`src/shared/ubd_map.svh`:
```
// Constants for the sixteen-bit store-and-drive bus driver.
// Assumes one 200 MHz system clock; every pin is asynchronous to it.
// How it works
// - Sixteen identical one-bit paths carry the input bus to the output bus.
// - Drive-off pin high puts every output bit in high impedance, whatever else happens.
// - Store mode low: outputs follow inputs, the capture clock is ignored.
// - Store mode high: inputs are captured on a rising capture clock edge.
// - Store mode high with a steady capture clock: outputs hold, inputs ignored.
`ifndef UBD_MAP_SVH
`define UBD_MAP_SVH

// ----------------------------------------------------------------
// Sizes and reset values
// ----------------------------------------------------------------
`define UBD_WIDTH 16
`define UBD_SYNC_STAGES 2
`define UBD_STORE_RST 16'h0000
`define UBD_OFF_RST 1'h1
`define UBD_MODE_RST 1'h0
`define UBD_CAP_RST 1'h0

// ----------------------------------------------------------------
// Field positions in the synchronised pin vector
// ----------------------------------------------------------------
`define UBD_PIN_CAP 0
`define UBD_PIN_OFF 1
`define UBD_PIN_MODE 2
`define UBD_PIN_DATA 3

`endif

```
`src/shared/ubd_pkg.sv`:
```
// Types shared by the bus driver modules.
// Assumes ubd_map.svh is on the include path.
`include "ubd_map.svh"

package ubd_pkg;

   // ----------------------------------------------------------------
   // Pin group as seen at the package boundary
   // ----------------------------------------------------------------
   typedef struct packed {
      logic [`UBD_WIDTH-1:0] data;
      logic store_mode;
      logic drive_off_n;
      logic cap_clk;
   } ubd_pins_t;

   localparam int UBD_PINS_W = $bits(ubd_pins_t);

endpackage : ubd_pkg

```
`src/hw/ubd_driver.sv`:
```
// Sixteen-bit bus driver: per bit a storage element that is transparent or
// edge-captured, feeding a three-state output split into value and enable.
// Assumes all pins, including the capture clock, are asynchronous to clk.
`timescale 1ns/1ps
`default_nettype none
`include "ubd_map.svh"

module ubd_driver
   import ubd_pkg::*;
#(
   parameter int WIDTH = `UBD_WIDTH
) (
   input wire logic clk,
   input wire logic rst,
   input wire logic [WIDTH-1:0] data_in,
   input wire logic store_mode,
   input wire logic drive_off_n,
   input wire logic cap_clk,
   output logic [WIDTH-1:0] data_out,
   output logic data_oe_n
);

   localparam int SW = WIDTH + `UBD_PIN_DATA;
   localparam logic [WIDTH-1:0] STORE_RST = WIDTH'(`UBD_STORE_RST);
   // Drive-off resets high so the pins stay released until the pin is seen
   localparam logic [SW-1:0] SYNC_RST =
      {STORE_RST, `UBD_MODE_RST, `UBD_OFF_RST, `UBD_CAP_RST};

   // ----------------------------------------------------------------
   // Decoding
   // ----------------------------------------------------------------
   // Rising edge of a sampled level; shared by capture logic and checks
   function automatic logic rise_of(input logic cur, input logic prev);
      return cur & ~prev;
   endfunction : rise_of

   // ----------------------------------------------------------------
   // Pin synchronisation
   // ----------------------------------------------------------------
   logic [SW-1:0] pins_raw;
   logic [SW-1:0] pins_s;
   logic [WIDTH-1:0] data_s;
   logic mode_s;
   logic off_n_s;
   logic cap_s;
   logic cap_prev_r;
   logic cap_rise;

   assign pins_raw = {data_in, store_mode, drive_off_n, cap_clk};

   // All pins share one latency, so data and capture edge stay aligned
   ubd_sync #(
      .WIDTH(SW),
      .RST_VAL(SYNC_RST)
   ) u_sync (
      .clk(clk),
      .rst(rst),
      .async_in(pins_raw),
      .sync_out(pins_s)
   );

   assign data_s = pins_s[SW-1:`UBD_PIN_DATA];
   assign mode_s = pins_s[`UBD_PIN_MODE];
   assign off_n_s = pins_s[`UBD_PIN_OFF];
   assign cap_s = pins_s[`UBD_PIN_CAP];

   always_ff @(posedge clk or posedge rst) begin
      if (rst) begin
         cap_prev_r <= `UBD_CAP_RST;
      end else begin
         cap_prev_r <= cap_s;
      end
   end

   // Capture clock must stay at each level for over two clk periods
   assign cap_rise = rise_of(cap_s, cap_prev_r);

   // ----------------------------------------------------------------
   // Storage elements
   // ----------------------------------------------------------------
   genvar i;
   generate
      for (i = 0; i < WIDTH; i++) begin : g_bit
         always_ff @(posedge clk or posedge rst) begin
            if (rst) begin
               data_out[i] <= STORE_RST[i];
            end else if (!mode_s) begin
               data_out[i] <= data_s[i];
            end else if (cap_rise) begin
               data_out[i] <= data_s[i];
            end
            // Otherwise hold: store mode with no rising capture edge
         end

         a_bit_follow: assert property (
            @(posedge clk) disable iff (rst)
            !mode_s |=> data_out[i] == $past(data_s[i])
         ) else $error("bit path does not follow its input");

         a_bit_capture: assert property (
            @(posedge clk) disable iff (rst)
            (mode_s && cap_rise) |=> data_out[i] == $past(data_s[i])
         ) else $error("bit path missed its capture edge");

         a_bit_hold: assert property (
            @(posedge clk) disable iff (rst)
            (mode_s && !cap_rise) |=> $stable(data_out[i])
         ) else $error("bit path changed without a capture edge");

         a_bit_track_hiz: assert property (
            @(posedge clk) disable iff (rst)
            (off_n_s && !mode_s) |=> data_out[i] == $past(data_s[i])
         ) else $error("bit path stopped tracking while released");
      end
   endgenerate

   // ----------------------------------------------------------------
   // Output drive
   // ----------------------------------------------------------------
   // Enable is gated alone; storage above never looks at it
   // The three-state pad sits outside: data_oe_n low lets it drive data_out
   always_ff @(posedge clk or posedge rst) begin
      if (rst) begin
         data_oe_n <= `UBD_OFF_RST;
      end else begin
         data_oe_n <= off_n_s;
      end
   end

   // ----------------------------------------------------------------
   // Checks
   // ----------------------------------------------------------------
   a_off_means_hiz: assert property (
      @(posedge clk) disable iff (rst)
      drive_off_n |-> ##3 data_oe_n
   ) else $error("outputs driven while drive-off pin high");

   a_on_means_drive: assert property (
      @(posedge clk) disable iff (rst)
      !drive_off_n [*3] |-> ##1 !data_oe_n
   ) else $error("outputs not driven while drive-off pin low");

   a_transparent_path: assert property (
      @(posedge clk) disable iff (rst)
      !mode_s |=> data_out == $past(data_s)
   ) else $error("transparent mode output does not follow input");

   a_edge_capture: assert property (
      @(posedge clk) disable iff (rst)
      (mode_s && cap_s && !cap_prev_r) |=> data_out == $past(data_s)
   ) else $error("store mode did not capture on rising edge");

   a_steady_hold: assert property (
      @(posedge clk) disable iff (rst)
      (mode_s && cap_s == cap_prev_r) |=> $stable(data_out)
   ) else $error("store mode output changed without a rising edge");

   a_store_while_off: assert property (
      @(posedge clk) disable iff (rst)
      (off_n_s && mode_s && rise_of(cap_s, cap_prev_r)) |=> data_out == $past(data_s)
   ) else $error("storage stopped capturing while outputs high impedance");

   a_track_while_hiz: assert property (
      @(posedge clk) disable iff (rst)
      (off_n_s && !mode_s) |=> data_out == $past(data_s)
   ) else $error("storage stopped tracking while outputs high impedance");

   a_width_paths: assert property (
      @(posedge clk) disable iff (rst)
      (!mode_s && data_s == {WIDTH{1'h1}}) |=> data_out == {WIDTH{1'h1}}
   ) else $error("not every path carries its bit");

   a_width_zero: assert property (
      @(posedge clk) disable iff (rst)
      (!mode_s && data_s == '0) |=> data_out == '0
   ) else $error("a path is stuck high");

   a_falling_hold: assert property (
      @(posedge clk) disable iff (rst)
      (mode_s && !cap_s && cap_prev_r) |=> $stable(data_out)
   ) else $error("store mode output changed on a falling capture clock");

   a_cap_ignored: assert property (
      @(posedge clk) disable iff (rst)
      (!mode_s && cap_rise) |=> data_out == $past(data_s)
   ) else $error("capture clock disturbed transparent mode");

   a_hold_while_off: assert property (
      @(posedge clk) disable iff (rst)
      (off_n_s && mode_s && !cap_rise) |=> $stable(data_out)
   ) else $error("storage changed while released and holding");

   a_oe_pipeline: assert property (
      @(posedge clk) disable iff (rst)
      data_oe_n == $past(off_n_s)
   ) else $error("output enable does not follow the synchronised pin");

   a_reset_hiz: assert property (
      @(posedge clk)
      $fell(rst) |-> data_oe_n [*3]
   ) else $error("outputs driven before the drive-off pin was seen");

   // ----------------------------------------------------------------
   // Checks from the pins
   // ----------------------------------------------------------------
   // A pin sampled at one edge shows at the outputs three edges on
   a_pin_to_out: assert property (
      @(posedge clk) disable iff (rst)
      !store_mode |-> ##3 data_out == $past(data_in, 3)
   ) else $error("transparent pin path has the wrong latency or value");

   a_pin_capture: assert property (
      @(posedge clk) disable iff (rst)
      (store_mode && $rose(cap_clk)) |-> ##3 data_out == $past(data_in, 3)
   ) else $error("capture pin edge did not store the input pins");

   a_pin_hold: assert property (
      @(posedge clk) disable iff (rst)
      (store_mode && !$rose(cap_clk)) |-> ##3 $stable(data_out)
   ) else $error("store mode output changed without a capture pin edge");

endmodule : ubd_driver

`default_nettype wire

```
`src/hw/ubd_sync.sv`:
```
// Two-flop synchroniser for a vector of asynchronous pins.
// Assumes each bit is a level; no bus coherency is promised across bits.
`timescale 1ns/1ps
`default_nettype none

module ubd_sync #(
   parameter int WIDTH = 1,
   // Per-bit reset level, so a disable pin can come up released
   parameter logic [WIDTH-1:0] RST_VAL = '0
) (
   input wire logic clk,
   input wire logic rst,
   input wire logic [WIDTH-1:0] async_in,
   output logic [WIDTH-1:0] sync_out
);

   logic [WIDTH-1:0] meta_r;

   // First stage is read only by the second stage
   always_ff @(posedge clk or posedge rst) begin
      if (rst) begin
         meta_r <= RST_VAL;
         sync_out <= RST_VAL;
      end else begin
         meta_r <= async_in;
         sync_out <= meta_r;
      end
   end

endmodule : ubd_sync

`default_nettype wire

```
`config.mk`:
```
export PLATFORM = sky130hd
export DESIGN_NAME = ubd_driver
export DESIGN_NICKNAME = d
export VERILOG_FILES = /design/src/shared/ubd_pkg.sv /design/src/hw/ubd_driver.sv /design/src/hw/ubd_sync.sv
export VERILOG_INCLUDE_DIRS = /design/src /design/src/shared
export SDC_FILE = /design/constraint.sdc
export NUM_CORES = 1
export LEC_CHECK = 0
export BUFFER_PORTS_ARGS = -buffer_cell sky130_fd_sc_hd__buf_2
export CAP_MARGIN = 20
export CORE_MARGIN = 4
export CORE_UTILIZATION = 50
export CTS_BUF_LIST = sky130_fd_sc_hd__clkbuf_2 sky130_fd_sc_hd__clkbuf_4 sky130_fd_sc_hd__clkbuf_8
export CTS_CLUSTER_DIAMETER = 60
export CTS_CLUSTER_SIZE = 40
export DETAILED_ROUTE_END_ITERATION = 7
export PLACE_DENSITY = 0.77
export SLEW_MARGIN = 20
export SYNTH_ARGS = -nofsm -noshare
export SYNTH_HDL_FRONTEND = slang
export SYNTH_SLANG_ARGS = --single-unit
```
`constraint.sdc`:
```
create_clock -name clk -period 2.2 [get_ports clk]
set_input_delay 0.11 -clock clk [delete_from_list [all_inputs] [get_ports clk]]
set_output_delay 0.11 -clock clk [all_outputs]
set_load 0.05 [all_outputs]
```
==> results.py, run 1 <==
metrics = {
    "status": {
        "outcome": "finished clean",
    },
    "worst_setup_path": {
        "cp-start-kind": "register",
        "critical_path_buf_inv_count": 0,
        "cp.arrival_ns": 1.73,
        "crit-reg2reg-launch": "cap_prev_r",
        "cpPeakStageDelay_ns": 0.55,
        "r2r_slack_ns": 0.72,
        "crit_path_end_kind": "register",
        "critPathTopFamily": "compound AO/OA/AOI/OAI gates",
        "startpoint": "cap_prev_r",
        "critical_path_class": "reg2reg",
        "cp_cell_sequence": "o21ai_4 > mux2_2",
        "reg2reg_to": "data_out[14]",
        "critPathSlowestCell": "o21ai_4",
        "cp.required_ns": 2.45,
        "path_max_fanout": 16,
        "critPathCapture": "data_out[14]",
        "r2r_cells": 2,
        "critical_path_cell_count": 2,
    },
    "cts": {
        "h-tree-depth": 2,
        "cts_setup_buffers": 0,
        "clockBufferDepth": 2,
        "clk_pin_slew_ns": 0.13,
        "cts_buffers": 5,
        "clock_sink_count": 56,
        "cts_tree": "built",
        "root_buffer": "clkbuf_4",
        "clk-insertion-delay-late_ns": 0.36,
    },
    "sta": {
        "min_period_ns": 1.48,
        "slew_headroom": 0.561,
        "rsz0062_at_grt": "false",
        "clock_skew_ns": 0.0135,
        "finalSetupViolCount": 0,
        "worstMarginPinSlew_ns": 0.656,
        "fin_crit_sh": 0.672,
        "fmax_ghz": 0.676,
        "fin_setup_tns_ns": 0,
        "maxSlewViolCount": 0,
        "hold_viol": 0,
    },
    "routing": {
        "wl_per_cell_microns": 13.1,
        "dr.pass1.iters": 4,
        "drc": 0,
        "vias": 807,
        "drtIter0Drc": 28,
        "drt_wl_total_microns": 2420,
        "antenna_left": 0,
        "vias_per_cell": 4.36,
    },
    "final_layout": {
        "seqCellArea_sq_um": 1410,
        "syn_to_final_growth_pct": 29.1,
        "diodes": 0,
        "drive_gt1_frac": 0.475,
        "utilization": 0.688,
        "nets": 161,
        "multi_input_area_sq_um": 234,
        "fillers": 208,
    },
    "power_and_ir_drop": {
        "vdd_ir_drop_max_v": 0.000470,
        "leakage_nw": 1.04,
        "power.density_nw_per_um2": 841,
    },
    "floorplanning": {
        "die_area_sq_um": 4320,
        "die_x_microns": 65.7,
        "ios": 38,
        "die_height_microns": 65.7,
        "rows": 20,
        "core_sq_um": 3130,
        "initial_core_util": 0.533,
    },
    "synth": {
        "synth_most_common_cell": "dfrtp_1",
        "synth_area_leaders": "dfrtp_1 (80%), mux2_4 (9.0%), dfstp_2 (4.7%)",
        "synth.top_cell.area_share": 0.796,
        "yosys.cell_types.count": 7,
        "synth-seq-area-share": 0.843,
        "netlist_area_sq_um": 1670,
        "syn_area_per_cell_sq_um": 21.9,
        "synth_cells": 76,
        "yosysTopAreaCell": "dfrtp_1",
        "ys.flop_type": "dfrtp_1",
        "syn_nets": 97,
        "synth_common_cells": "dfrtp_1 (53), mux2_4 (10), mux2_2 (6)",
        "ys.warnings.count": 0,
        "synth_edf_count": 0,
        "ys_async_sr_fraction": 1.00,
        "ys_ff_latch": 56,
    },
    "place": {
        "dp_hpwl_microns": 1530,
        "globalplace.congestion": 0.731,
        "place.port_buffers": 37,
    },
    "grt": {
        "grt_usage": 0.137,
        "grt_max_degree": 31,
        "first_global_vias": 910,
        "grt_overflow_total": 0,
        "grt_pass1_wl_microns": 4150,
        "antenna_found_initial": 0,
    },
    "run": {
        "drv_cap": 0,
    },
    "hold_path": {
        "hold_path_class": "in2async",
    },
}
cells in the final DEF, fill, tap and decap left out:
cell type	count
clkbuf_4	7
mux2_2	6
dfstp_2	3
dfrtp_1	53
clkinv_2	1
dlygate4sd3_1	20
inv_1	1
inv_2	1
buf_2	37
buf_4	1
o21ai_4	1
mux2_4	10
state kept, by name, indices dropped and copies added (netlist names):
| register | cells |
|---|---|
| data_oe_n | 1 |
| data_out | 16 |
| cap_prev_r | 1 |
| u_sync.sync_out | 19 |
| u_sync.meta_r | 19 |
per-layer routing:
| metal | wire (microns) | global-route usage | up-vias |
|---|---|---|---|
| met5 | 0 | 0 | - |
| met4 | 132 | 0.101 | 0 |
| met3 | 124 | 0.0410 | 13 |
| met2 | 1210 | 0.218 | 26 |
| met1 | 953 | 0.154 | 394 |
| li1 | - | - | 374 |
worst register-to-register path, stage by stage, from the launching register on:
cell     delay, ns
dfrtp_1       0.42
o21ai_4       0.55
mux2_2        0.41
area by class of cell:
class,instances,share of cell area
clock inverter,1,0.00233
inverter,2,0.00349
clock buffer,7,0.0244
multi-input combinational,17,0.109
tap,44,0.0256
timing repair buffer,58,0.183
sequential,56,0.653
where the power goes:
group	internal [W]	switching, W	total, W
clock network	0.000150	0.000271	0.000421
logic	0.0000974	0.000169	0.000266
registers	0.00110	0.0000257	0.00112
worst min path at each step:
stage,slack [ns],endpoint,cells past startpoint
finish,0.32,u_sync.meta_r[7],3
global route,0.35,u_sync.meta_r[7],3
CTS,0.31,u_sync.meta_r[7],3
detailed placement,0.17,u_sync.meta_r[5],2
global placement,0.16,u_sync.meta_r[4],2
floorplan,0.11,u_sync.meta_r[1],0
cells by family (layout without fill, tap and decap cells):
logic type             count (synthesis)  in the layout  share of synthesized area
multiplexers                          16             16                      0.131
flip-flops                            56             56                      0.843
buffers and inverters                  3             68                     0.0165
AO/OA/AOI/OAI                          1              1                    0.00976
what timing repair did:
item / CTS / global route
resized for setup: 0 / 0
hold buffers: 20 / 0
hold endpoints to repair: 42 / 0
metrics by stage:
step	instances	hold slack [ns]	cell area [sq um]	power [W]	setup slack, ns
after detailed placement	157	0.175	1890	0.00139	0.716
final	185	0.315	2150	0.00181	0.721
after global placement	157	0.163	1890	0.00138	0.766
after floorplan	76	0.114	1670	0.00132	0.724
after CTS	185	0.314	2150	0.00183	0.699
after global routing	185	0.349	2150	0.00190	0.643
(Power assumes the default switching activity.)
==> inputs of run 2 (changes only) <==
--- a/config.mk
+++ b/config.mk
@@ -6,6 +6,7 @@
 export SDC_FILE = /design/constraint.sdc
 export NUM_CORES = 1
 export LEC_CHECK = 0
+export ABC_AREA = 1
 export BUFFER_PORTS_ARGS = -buffer_cell sky130_fd_sc_hd__buf_2
 export CAP_MARGIN = 20
 export CORE_MARGIN = 4
==> constraint.sdc (replaced) <==
create_clock -name clk -period 1.4 [get_ports clk]
set_input_delay 0.07 -clock clk [delete_from_list [all_inputs] [get_ports clk]]
set_output_delay 0.07 -clock clk [all_outputs]
set_load 0.05 [all_outputs]
==> run 2 against run 1 <==
Final area up 1.8%. Highest routed layer unchanged. Die area up 0.12%. Critical endpoint is now data_oe_n. Clock power up 110%. Largest power group unchanged. Largest cell class unchanged. Sequential cell count unchanged. Worst setup slack worse by 0.55 ns. Critical path type is now reg2out.
==> results.py, run 2 <==
metrics = {
    "status": {
        "outcome": "finished clean",
    },
    "power_and_ir_drop": {
        "vdd_ir_drop_max_v": 0.00110,
        "p_total_w": 0.00303,
        "leakage_nw": 1.11,
        "power.density_nw_per_um2": 1380,
    },
    "worst_setup_path": {
        "critPathSlowestCell": "dfstp_2",
        "startpoint": "data_oe_n",
        "path_max_fanout": 1,
        "critical_path_buf_inv_count": 1,
        "crit_path_end_kind": "output pin",
        "cp_cell_sequence": "buf_2",
        "cpPeakStageDelay_ns": 0.54,
        "crit-reg2reg-launch": "u_sync.sync_out[0]",
        "cp.arrival_ns": 1.16,
        "cp.required_ns": 1.33,
        "cp-start-kind": "register",
        "critical_path_class": "reg2out",
        "critPathTopFamily": "flip-flops",
    },
    "grt": {
        "antenna_found_initial": 0,
        "first_global_vias": 957,
        "grt_pass1_wl_microns": 4530,
        "grt_usage": 0.148,
        "grt_overflow_total": 0,
        "grt_max_degree": 41,
    },
    "final_layout": {
        "diodes": 0,
        "reg_top3": "u_sync.meta_r: 19 flops, u_sync.sync_out: 19 flops, data_out: 16 flops",
        "drive_gt1_frac": 0.303,
        "layout_commonest_cell": "dfrtp_1",
        "nets": 195,
        "fillers": 220,
        "seqCellArea_sq_um": 1410,
        "utilization": 0.700,
        "final_cell_mix": "dfrtp_1 (53), buf_2 (37), nand2_1 (32)",
        "syn_to_final_growth_pct": 31.3,
        "multi_input_area_sq_um": 223,
    },
    "floorplanning": {
        "die_height_microns": 65.8,
        "core_sq_um": 3130,
        "initial_core_util": 0.534,
        "die_x_microns": 65.8,
        "ios": 38,
        "die_area_sq_um": 4330,
        "rows": 20,
    },
    "routing": {
        "drtIter0Drc": 79,
        "drt_wl_total_microns": 2680,
        "wl_per_cell_microns": 12.2,
        "dr.pass1.iters": 4,
        "antenna_left": 0,
        "vias": 965,
        "vias_per_cell": 4.41,
        "drc": 0,
    },
    "synth": {
        "synth_most_common_cell": "dfrtp_1",
        "ys.flop_type": "dfrtp_1",
        "ys_async_sr_fraction": 1.00,
        "synth_compound_area_frac": 0,
        "syn_nets": 133,
        "synth_top_family_by_area": "simple AND/OR/NAND/NOR gates",
        "synth_mux_area_frac": 0,
        "synth_cells": 112,
        "yosysTopAreaCell": "dfrtp_1",
        "synth_common_cells": "dfrtp_1 (53), nand2_1 (32), nand3_1 (16)",
        "synth_area_leaders": "dfrtp_1 (79%), nand2_1 (7.2%), nand3_1 (4.8%)",
        "synth-adder-area-share": 0,
        "synth_simple_gate_area_frac": 0.133,
        "synth-seq-area-share": 0.842,
        "syn_area_per_cell_sq_um": 14.9,
        "synth.top_cell.area_share": 0.795,
        "synthXorXnorAreaFrac": 0,
        "yosys.cell_types.count": 8,
        "ys.warnings.count": 0,
        "ys_ff_latch": 56,
        "netlist_area_sq_um": 1670,
        "synth_edf_count": 0,
    },
    "hold_path": {
        "hold_path_class": "in2async",
    },
    "place": {
        "dp_hpwl_microns": 1770,
        "place.port_buffers": 37,
        "globalplace.congestion": 0.651,
    },
    "sta": {
        "slew_headroom": 0.757,
        "finalSetupViolCount": 0,
        "worstMarginPinSlew_ns": 0.363,
        "fin_crit_sh": 0.879,
        "clock_skew_ns": 0.00588,
        "min_period_ns": 1.23,
        "hold_viol": 0,
        "rsz0062_at_grt": "false",
        "maxSlewViolCount": 0,
        "fin_setup_tns_ns": 0,
        "fmax_ghz": 0.813,
    },
    "cts": {
        "clk-insertion-delay-late_ns": 0.37,
        "cts_buffers": 5,
        "clockBufferDepth": 2,
        "clock_sink_count": 56,
        "cts_tree": "built",
        "h-tree-depth": 2,
        "cts_setup_buffers": 0,
        "root_buffer": "clkbuf_4",
        "clk_pin_slew_ns": 0.15,
    },
    "run": {
        "drv_cap": 0,
    },
}
-- run 2: logic make-up (layout without fill, tap and decap cells) --
logic type | Yosys count | in the layout
buffers and inverters | 6 | 69
flip-flops | 56 | 56
AND/OR/NAND/NOR | 50 | 50
-- run 2: through the flow --
step	std cells	hold slack (ns)	setup slack, ns	area (sq um)
after global placement	191	0.0644	0.459	1910
after global routing	219	0.224	0.0964	2190
final	219	0.204	0.170	2190
after detailed placement	191	0.0691	0.408	1910
after CTS	219	0.190	0.146	2190
after floorplan	112	0.0745	0.501	1670
-- run 2: report_power, final --
| group | internal [W] | switching [W] | leakage (nW) |
|---|---|---|---|
| registers | 0.00172 | 0.0000408 | 0.656 |
| logic | 0.000121 | 0.000279 | 0.403 |
| clock network | 0.000404 | 0.000465 | 0.0463 |
-- run 2: area by class of cell --
type,count,area share
flip-flops and latches,56,0.641
repair buffers,59,0.188
multi-input cells,50,0.102
well taps,44,0.0251
clock buffers,6,0.0206
clock inverters,2,0.0177
inverters,2,0.00514
-- run 2: final timing paths --
path	to	slack, ns	cells after the start
min reg2reg	u_sync.sync_out[17]	0.37	0
max	data_oe_n	0.17	1
min	u_sync.meta_r[7]	0.20	3
min in group clk	u_sync.meta_r[10]	0.32	2
max in group asynchronous	data_out[1]	0.70	4
max reg2reg	data_out[6]	0.36	4
-- run 2: what timing repair did --
action / in CTS / in global routing
hold endpoints to repair: 75 / 0
resized for setup: 0 / 0
hold buffers: 20 / 0
-- run 2: per-layer routing --
metal / GRT usage / share of wire / vias to the layer above
met2: 0.214 / 0.49 / 34
met3: 0.0646 / 0.073 / 2
met4: 0.0777 / 0.011 / 0
li1: - / - / 471
met5: 0 / 0 / -
met1: 0.189 / 0.42 / 458
==> inputs of run 3 (changes only) <==
--- a/config.mk
+++ b/config.mk
@@ -9,7 +9,7 @@
 export ABC_AREA = 1
 export BUFFER_PORTS_ARGS = -buffer_cell sky130_fd_sc_hd__buf_2
 export CAP_MARGIN = 20
-export CORE_MARGIN = 4
+export CORE_MARGIN = 1
 export CORE_UTILIZATION = 50
 export CTS_BUF_LIST = sky130_fd_sc_hd__clkbuf_2 sky130_fd_sc_hd__clkbuf_4 sky130_fd_sc_hd__clkbuf_8
 export CTS_CLUSTER_DIAMETER = 60
@@ -19,4 +19,5 @@
 export SLEW_MARGIN = 20
 export SYNTH_ARGS = -nofsm -noshare
 export SYNTH_HDL_FRONTEND = slang
+export SYNTH_HIERARCHICAL = 1
 export SYNTH_SLANG_ARGS = --single-unit
==> run 3 against run 2 <==
Maximum frequency increased by 1.1%. Worst setup slack improved by 0.013 ns. Sequential share of layout area increased by 0.48 points. Final area decreased by 0.74%. Critical path depth unchanged. Utilization about the same. Sequential cell count unchanged. Wire length decreased by 5.7%. Clock power decreased by 2.4%. Synthesized cell count increased by 0.89%. Non-clock buffer count unchanged.
==> results.py, run 3 <==
metrics = {
    "worst_setup_path": {
        "cp-start-kind": "register",
        "critical_path_class": "reg2out",
        "crit_path_end_kind": "output pin",
        "critPathTopFamily": "flip-flops",
        "cpPeakStageDelay_ns": 0.54,
        "critPathSlowestCell": "dfstp_2",
        "cp.required_ns": 1.33,
        "cp_cell_sequence": "buf_2",
        "cp.arrival_ns": 1.15,
        "path_max_fanout": 1,
        "critical_path_buf_inv_count": 1,
    },
    "floorplanning": {
        "die_area_sq_um": 3580,
        "initial_core_util": 0.539,
        "die_x_microns": 59.8,
        "ios": 38,
        "rows": 20,
        "die_height_microns": 59.8,
        "core_sq_um": 3100,
    },
    "cts": {
        "clock_sink_count": 56,
        "cts_buffers": 5,
        "root_buffer": "clkbuf_4",
        "cts_tree": "built",
        "ctsResizeCount": 0,
        "cts_setup_buffers": 0,
        "clk-insertion-delay-late_ns": 0.37,
        "clockBufferDepth": 2,
        "clk_pin_slew_ns": 0.14,
        "hold_buffers": 20,
        "h-tree-depth": 2,
    },
    "synth": {
        "ys.warnings.count": 6,
        "synth_most_common_cell": "dfrtp_1",
        "yosysTopAreaCell": "dfrtp_1",
        "ys.flop_type": "dfrtp_1",
        "yosys.cell_types.count": 8,
        "synth_common_cells": "dfrtp_1 (53), nand2_1 (32), nand3_1 (16)",
        "syn_nets": 134,
        "synth.top_cell.area_share": 0.793,
        "synth-seq-area-share": 0.840,
        "synth_area_leaders": "dfrtp_1 (79%), nand2_1 (7.2%), nand3_1 (4.8%)",
        "netlist_area_sq_um": 1670,
        "synth_cells": 113,
        "synth_edf_count": 0,
        "ys_async_sr_fraction": 1.00,
        "syn_area_per_cell_sq_um": 14.8,
        "ys_ff_latch": 56,
    },
    "power_and_ir_drop": {
        "power_frac_seq": 0.587,
        "netSwitchingFraction": 0.256,
        "clkPwrFrac": 0.282,
        "p_int_w": 0.00223,
        "vdd_ir_drop_max_v": 0.000959,
        "power.density_nw_per_um2": 1380,
        "combPwrFrac": 0.131,
        "leakage_nw": 1.11,
        "netSwitchingPower_w": 0.000770,
    },
    "final_layout": {
        "syn_to_final_growth_pct": 30.0,
        "fillers": 227,
        "stdcell_count": 220,
        "reg_top3": "u_sync/meta_r: 19 flops, u_sync/sync_out: 19 flops, data_out: 16 flops",
        "diodes": 0,
        "nets": 196,
        "layout_commonest_cell": "dfrtp_1",
        "seqCellArea_sq_um": 1410,
        "drive_gt1_frac": 0.295,
        "final_cell_area_sq_um": 2170,
        "final_cell_mix": "dfrtp_1 (53), buf_2 (37), nand2_1 (32)",
        "multi_input_area_sq_um": 223,
    },
    "sta": {
        "worstMarginPinSlew_ns": 0.651,
        "clock_skew_ns": 0.00980,
        "min_period_ns": 1.22,
        "fmax_ghz": 0.822,
        "fin_crit_sh": 0.869,
        "finalSetupViolCount": 0,
        "hold_viol": 0,
        "maxSlewViolCount": 0,
        "fin_setup_tns_ns": 0,
        "rsz0062_at_grt": "false",
        "slew_headroom": 0.566,
        "worst_slack_ns": 0.183,
    },
    "routing": {
        "drc": 0,
        "vias": 982,
        "antenna_left": 0,
        "wl_per_cell_microns": 11.5,
        "drt_wl_total_microns": 2530,
        "drtIter0Drc": 19,
        "dr.pass1.iters": 4,
        "vias_per_cell": 4.46,
    },
    "grt": {
        "grt_max_degree": 39,
        "first_global_vias": 987,
        "antenna_found_initial": 0,
        "grt_pass1_wl_microns": 4440,
        "grt_usage": 0.178,
        "grt_overflow_total": 0,
    },
    "place": {
        "globalplace.congestion": 0.691,
        "dpl-instance-area_sq_um": 1890,
        "place.port_buffers": 37,
        "preCtsSetupSlack_ns": 0.403,
        "dp_cells": 192,
        "dp_hpwl_microns": 1650,
    },
    "status": {
        "outcome": "finished clean",
    },
    "hold_path": {
        "hold_path_class": "in2reg",
    },
    "run": {
        "drv_cap": 0,
    },
}
## run 3: cell count changes after synthesis
| cell | previous run | this run |
|---|---|---|
| inv_1 | 2 | 3 |
## run 3: power by group through the flow
| stage | combinational [W] | clock (W) | sequential (W) |
|---|---|---|---|
| 6_report | 0.000392 | 0.000848 | 0.00176 |
| 5_1_grt | 0.000424 | 0.000934 | 0.00178 |
| 4_1_cts | 0.000397 | 0.000866 | 0.00176 |
| 3_5_place_dp | 0.000352 | 0 | 0.00180 |
| 3_3_place_gp | 0.000344 | 0 | 0.00179 |
| 2_1_floorplan | 0.0000957 | 0 | 0.00195 |
## run 3: metal layers
metal	vias up	part of all wire	track usage
met5	-	0	0
met4	0	0.029	0.0897
li1	474	-	-
met3	8	0.057	0.0649
met2	29	0.48	0.267
met1	471	0.43	0.231
## run 3: worst paths after layout
path	from	endpoint	slack (ns)	depth (start not counted)
worst min-delay path	data_in[8]	u_sync/meta_r[11]	0.32	2
worst max register to register	u_sync/sync_out[0]	data_out[3]	0.39	4
worst max-delay path	data_oe_n	data_oe_n	0.18	1
worst min register to register	u_sync/meta_r[8]	u_sync/sync_out[8]	0.37	0
min in group asynchronous	rst	data_out[14]	0.33	3
max in group asynchronous	rst	data_out[12]	0.65	3
## run 3: per-stage QoR
stage	total power (W)	hold WS, ns	util
6_report	0.00300	0.325	0.701
5_1_grt	0.00313	0.305	0.701
4_1_cts	0.00303	0.307	0.701
3_5_place_dp	0.00215	0.176	0.610
3_3_place_gp	0.00214	0.175	0.610
2_1_floorplan	0.00205	0.00784	-
## run 3: layout make-up
cell class              count  share of cell area
clock buffers               6              0.0207
clock inverters             2              0.0161
inverters                   3             0.00518
multi-input cells          50               0.102
flip-flops and latches     56               0.646
well taps                  44              0.0253
repair buffers             59               0.184
## run 3: cell families (layout without fill, tap and decap cells)
kind of cell	after synthesis	after routing	share of synthesized area
buffers and inverters	7	70	0.0269
DFF	56	56	0.840
and+or+nand+nor	50	50	0.133
